<file path="src/design/count_readout_pkg.sv">
// constants shared by the counter readout overflow and digit mux stage
package count_readout_pkg;
    localparam int DECADES = 9;
    localparam int DIGITS = 8;
    localparam int BCD_W = 4;
    localparam int SLOTS = 8;
    localparam int BLANK_SLOTS = 4;
    localparam logic [3:0] DIGIT_ZERO = 4'h0;
    localparam logic [3:0] DIGIT_NINE = 4'h9;
    localparam logic [3:0] DIGIT_ONE = 4'h1;
    localparam logic [3:0] BCD_IDLE_N = 4'hF;
    localparam logic PIN_IDLE = 1'h1;
    localparam logic CAPTURE_RESET = 1'h0;
    localparam logic OVERFLOW_N_RESET = 1'h1;
    localparam logic BLANK_RESET = 1'h0;
    localparam logic [7:0] SEL_RESET = 8'h00;
    localparam logic [7:0] SLOT_IDLE_N = 8'hFF;
endpackage

</file>
<file path="src/design/count_overflow_digit_mux.sv">
// overflow flag, digit multiplexer and zero blanking for a decimal counter
module count_overflow_digit_mux
    import count_readout_pkg::*;
(
    input wire logic sys_clk_i,
    input wire logic reset_n_i,
    input wire logic count_event_i,
    input wire logic counter_clear_n_i,
    input wire logic latch_strobe_n_i,
    input wire logic [SLOTS-1:0] slot_n_i,
    output logic overflow_n_o,
    output logic [BCD_W-1:0] bcd_n_o,
    output logic blank_o,
    output logic [SLOTS-1:0] slot_sel_o
);

    // pin synchronisers: first stage read only by the second
    logic event_s1_reg, event_s2_reg, event_prev_reg;
    logic clear_s1_n_reg, clear_s2_n_reg;
    logic strobe_s1_n_reg, strobe_s2_n_reg, strobe_prev_n_reg;
    logic [SLOTS-1:0] slot_s1_n_reg, slot_s2_n_reg;

    always_ff @(posedge sys_clk_i or negedge reset_n_i) begin
        if (!reset_n_i) begin
            event_s1_reg <= PIN_IDLE;
            event_s2_reg <= PIN_IDLE;
            event_prev_reg <= PIN_IDLE;
            clear_s1_n_reg <= PIN_IDLE;
            clear_s2_n_reg <= PIN_IDLE;
            strobe_s1_n_reg <= PIN_IDLE;
            strobe_s2_n_reg <= PIN_IDLE;
            strobe_prev_n_reg <= PIN_IDLE;
            slot_s1_n_reg <= SLOT_IDLE_N;
            slot_s2_n_reg <= SLOT_IDLE_N;
        end else begin
            event_s1_reg <= count_event_i;
            event_s2_reg <= event_s1_reg;
            event_prev_reg <= event_s2_reg;
            clear_s1_n_reg <= counter_clear_n_i;
            clear_s2_n_reg <= clear_s1_n_reg;
            strobe_s1_n_reg <= latch_strobe_n_i;
            strobe_s2_n_reg <= strobe_s1_n_reg;
            strobe_prev_n_reg <= strobe_s2_n_reg;
            slot_s1_n_reg <= slot_n_i;
            slot_s2_n_reg <= slot_s1_n_reg;
        end
    end

    logic event_fall;
    logic strobe_fall;
    assign event_fall = event_prev_reg && !event_s2_reg;
    assign strobe_fall = strobe_prev_n_reg && !strobe_s2_n_reg;

    // decade counter chain, counts on the falling edge of the event
    logic [DECADES-1:0][3:0] cnt_reg, cnt_next;
    logic [DECADES:0] carry;
    logic full_count;

    assign carry[0] = event_fall;

    genvar gd;
    generate
        for (gd = 0; gd < DECADES; gd++) begin : g_decade
            assign carry[gd+1] = carry[gd] && (cnt_reg[gd] == DIGIT_NINE);
            always_comb begin
                if (!clear_s2_n_reg) begin
                    cnt_next[gd] = DIGIT_ZERO;
                end else if (carry[gd]) begin
                    if (cnt_reg[gd] == DIGIT_NINE) begin
                        cnt_next[gd] = DIGIT_ZERO;
                    end else begin
                        cnt_next[gd] = cnt_reg[gd] + DIGIT_ONE;
                    end
                end else begin
                    cnt_next[gd] = cnt_reg[gd];
                end
            end

        end
    endgenerate

    // top decade rolling from nine to zero is the full-count edge
    // nine decades count but only the low eight are stored and shown
    assign full_count = carry[DECADES];

    // storage, capture flag and overflow flag
    logic [DIGITS-1:0][3:0] store_reg, store_next;
    logic capture_reg, capture_next;
    logic overflow_n_reg, overflow_n_next;

    always_comb begin
        store_next = store_reg;
        if (strobe_fall) begin
            store_next = cnt_reg[DIGITS-1:0];
        end
        capture_next = capture_reg;
        // clear beats a full count landing in the same cycle
        if (!clear_s2_n_reg) begin
            capture_next = 1'h0;
        end else if (full_count) begin
            capture_next = 1'h1;
        end
        overflow_n_next = overflow_n_reg;
        if (!strobe_s2_n_reg && capture_reg) begin
            overflow_n_next = 1'h0;
        end else if (strobe_s2_n_reg && !capture_reg) begin
            overflow_n_next = 1'h1;
        end
    end

    always_ff @(posedge sys_clk_i or negedge reset_n_i) begin
        if (!reset_n_i) begin
            cnt_reg <= '0;
            store_reg <= '0;
            capture_reg <= CAPTURE_RESET;
            overflow_n_reg <= OVERFLOW_N_RESET;
        end else begin
            cnt_reg <= cnt_next;
            store_reg <= store_next;
            capture_reg <= capture_next;
            overflow_n_reg <= overflow_n_next;
        end
    end

    // readout mux: slot index 0 is slot three, index 7 is slot ten
    logic [SLOTS-1:0] sel_next;
    logic [SLOTS-1:0][3:0] slot_bits;
    logic [3:0] bcd_or;
    logic [BCD_W-1:0] bcd_n_reg, bcd_n_next;
    logic [BLANK_SLOTS:0] zero_run;
    logic [BLANK_SLOTS-1:0] blank_hit;
    logic blank_reg, blank_next;
    logic [SLOTS-1:0] sel_reg;

    assign sel_next = ~slot_s2_n_reg;
    assign zero_run[0] = 1'h1;

    genvar gs;
    generate
        for (gs = 0; gs < SLOTS; gs++) begin : g_slot
            // slot ten lands on the least significant digit
            assign slot_bits[gs] = sel_next[gs] ?
                store_reg[DIGITS-1-gs] : DIGIT_ZERO;

            if (gs < BLANK_SLOTS) begin : g_blank
                assign zero_run[gs+1] = zero_run[gs] &&
                    (store_reg[DIGITS-1-gs] == DIGIT_ZERO);
                assign blank_hit[gs] = sel_next[gs] && zero_run[gs+1];

            end
        end
    endgenerate

    always_comb begin
        bcd_or = DIGIT_ZERO;
        for (int k = 0; k < SLOTS; k++) begin
            bcd_or = bcd_or | slot_bits[k];
        end
        // wired-or pull-up idles high; a stored one pulls the line low
        bcd_n_next = BCD_IDLE_N & ~bcd_or;
        // an overflowing count keeps all digits so nothing hides the MSD
        blank_next = (|blank_hit) && overflow_n_reg;
    end

    always_ff @(posedge sys_clk_i or negedge reset_n_i) begin
        if (!reset_n_i) begin
            bcd_n_reg <= BCD_IDLE_N;
            blank_reg <= BLANK_RESET;
            sel_reg <= SEL_RESET;
        end else begin
            bcd_n_reg <= bcd_n_next;
            blank_reg <= blank_next;
            sel_reg <= sel_next;
        end
    end

    assign overflow_n_o = overflow_n_reg;
    assign bcd_n_o = bcd_n_reg;
    assign blank_o = blank_reg;
    assign slot_sel_o = sel_reg;
endmodule

</file>
<file path="config.mk">
export PLATFORM = sky130hd
export DESIGN_NAME = count_overflow_digit_mux
export DESIGN_NICKNAME = d
export VERILOG_FILES = /design/src/design/count_readout_pkg.sv /design/src/design/count_overflow_digit_mux.sv
export SDC_FILE = /design/constraint.sdc
export NUM_CORES = 1
export LEC_CHECK = 0
export ABC_AREA = 1
export BUFFER_PORTS_ARGS = -buffer_cell sky130_fd_sc_hd__buf_2
export CORE_MARGIN = 4
export CORE_UTILIZATION = 50
export CTS_BUF_LIST = sky130_fd_sc_hd__clkbuf_8
export CTS_CLUSTER_SIZE = 30
export DETAILED_ROUTE_END_ITERATION = 8
export PLACE_DENSITY = 0.78
export SETUP_SLACK_MARGIN = 0.1
export SLEW_MARGIN = 40
export SYNTH_ARGS = -nofsm -noshare
export SYNTH_HDL_FRONTEND = slang
export SYNTH_SLANG_ARGS = --single-unit
</file>
<file path="constraint.sdc">
create_clock -name sys_clk_i -period 3.3 [get_ports sys_clk_i]
set_clock_uncertainty 0.05 [all_clocks]
set_input_delay 0.66 -clock sys_clk_i [delete_from_list [all_inputs] [get_ports sys_clk_i]]
set_output_delay 0.66 -clock sys_clk_i [all_outputs]
set_load 0.005 [all_outputs]
</file>
==> results.cfg <==
[route]
drtIter0Drc = 196
drt_drc_violations_left = 0
ant_nets = 0
first_pass_iters = 4
viasPerCell = 5.32
wl_um = 8660
post_drt_wl_per_cell_um = 14.2
via_count = 3250

[synth]
yosys_warnings = 0
synth_cell_types = 42
synthesis.nets = 501
yosys_register_bits = 107
syn_area_um2 = 4670
avgSynthCellArea_um2 = 9.95
synthCells = 469
yosysSeqAreaShare = 0.582

[floorplan]
initial_core_util = 0.525
dieWidth_um = 105
pin_count = 27
fp.dieH_um = 105
die_area_um2 = 10900
core-area_um2 = 8890
num_rows = 34

[finish]
n_antenna_cell = 0
syn2layout_area_growth_pct = 9.81
stdcell_count = 611
final_common_cell = nand2_1
final_cell_mix = 91 x nand2_1, 78 x dfrtp_1, 59 x inv_1, 41 x o21ai_0, 29 x dfstp_2
fill_cells = 740
fin_area_um2 = 5120
register_area_um2 = 2710
multi_input_area_um2 = 1680
drive_gt1_frac = 0.179
layout.nets = 530
largest_reg_flops = 36

[grt]
grt_pass1_wl_um = 15200
track_usage = 0.170
grt_overflow = 0
grt_pass1_vias = 3255
antenna_found_initial = 0
grt_max_degree = 65

[place]
dpl.hpwl_um = 6110
io_buffers = 26
postPlaceCellArea_um2 = 4910
dp.cells = 595
place_congestion = 0.812

[sta]
slew_headroom = 0.594
timing.hold.ws_ns = 0.234
setup_viol = 0
hold_viol_final = 0
tightest_slew_ns = 0.609
finalCritPeriodShare = 0.660
fmax_ghz = 0.459
rsz0062_at_grt = no
setup_tns_ns = 0
finalCriticalPeriod_ns = 2.18
drv_slew = 0

[clock_tree]
cts_hold_buf = 0
clk_pin_slew_worst_paths_ns = 0.11
root_buffer = clkbuf_8
cts_buffer_depth = 2
cts_tree = yes
h-tree-depth = 3
insertion_delay_ns = 0.38
cts_made_buffers = 9
cts_setup_buffers = 0
clkSinkCount = 107
post_cts_resized = 0

[critical_path]
arrival_ns = 2.40
end_kind = register
critical_path.max_fanout = 29
required_ns = 3.53
cp-start-kind = register
crit_type = register to register

[min_path]
hold_path_class = input pin to async pin

[outcome]
outcome = finished, final reports clean

[pwr]
power.leakage_nw = 2.42
peakVddDrop_mv = 0.200
p_per_area_nw_per_um2 = 475
power_mw = 2.43

[flow_run]
max-cap-violations = 0
## layer usage
layer  share of wire  global-route usage
met5               0                   0
met4           0.017              0.0609
met2            0.46               0.265
met3           0.038              0.0345
met1            0.48               0.239
## Yosys cell counts
master,count,area (µm²)
dfstp_2,29,762
nand2_4,1,11.3
o21ai_0,41,205
nor3b_1,2,15.0
nand3_2,1,10.0
nand3_4,1,17.5
o21a_1,1,7.51
ha_1,19,238
xor2_1,9,78.8
o2111ai_1,2,17.5
nand4_2,1,12.5
o31ai_1,1,7.51
a2111oi_0,1,8.76
clkbuf_1,8,30.0
o221ai_1,1,8.76
o21ai_1,3,15.0
buf_6,1,11.3
nor2_8,1,20.0
inv_2,2,7.51
nand4_1,16,100
inv_1,58,218
a21oi_1,10,50.1
nand2_1,91,342
nand2_2,2,12.5
o211ai_1,1,7.51
nor2_1,27,101
xnor2_1,3,26.3
buf_2,1,5.00
nor2_2,3,18.8
a31oi_1,1,6.26
o21ai_2,1,8.76
a221oi_1,1,8.76
clkinv_1,1,3.75
nand3_1,25,125
nor3_1,7,35.0
nor4_1,1,6.26
nand4_4,2,42.5
o41ai_1,1,8.76
nor2_4,3,33.8
nand3b_1,1,7.51
dfrtp_1,78,1950
o22ai_1,10,62.6
## layout make-up
type / instances / share of cell area
flip-flops and latches: 107 / 0.530
multi-input cells: 291 / 0.327
inverters: 61 / 0.0447
repair buffers: 28 / 0.0313
clock buffers: 10 / 0.0269
well taps: 108 / 0.0264
clock inverters: 6 / 0.0139
## critical path, cell delays in order (launching register included)
cell and delay, ns:
dfstp_2 0.90, clkinv_1 0.40, nor2_1 0.37, nor3_1 0.11
nor3b_1 0.24
## metrics by stage
stage                util  setup WS [ns]
detailed placement  0.553           1.24
global placement    0.553           1.36
floorplan               -           1.72
CTS                 0.576           1.12
finish              0.576           1.12
global route        0.576          0.908
## report_power, final
part,internal (mW),total (mW),switching [mW]
combinational,0.0561,0.168,0.112
sequential,1.38,1.42,0.0353
clock,0.380,0.849,0.468
total,1.82,2.43,0.616
## cells by family after synthesis
kind of cell | count (synthesis) | share of synthesized area
adders and majority gates | 19 | 0.0510
AOI/OAI and AO/OA | 75 | 0.0906
DFF | 107 | 0.582
buffers and inverters | 71 | 0.0590
and+or+nand+nor | 185 | 0.195
xor gates and xnor gates | 12 | 0.0225
## worst paths after layout
check | start | depth (start not counted) | slack [ns] | to
max in group asynchronous | reset_n_i | 2 | 2.21 | overflow_n_o$_DFFE_PN1P_
worst max-delay path | clear_s2_n_reg$_DFF_PN1_ | 4 | 1.12 | cnt_reg[11]$_DFFE_PN0P_
worst min register to register | clear_s1_n_reg$_DFF_PN1_ | 0 | 0.30 | clear_s2_n_reg$_DFF_PN1_
worst max register to register | clear_s2_n_reg$_DFF_PN1_ | 4 | 1.12 | cnt_reg[11]$_DFFE_PN0P_
min in group sys_clk_i | clear_s1_n_reg$_DFF_PN1_ | 0 | 0.30 | clear_s2_n_reg$_DFF_PN1_
worst min-delay path | reset_n_i | 1 | 0.23 | cnt_reg[2]$_DFFE_PN0P_
No activity file was read; power rests on OpenSTA's default activity.
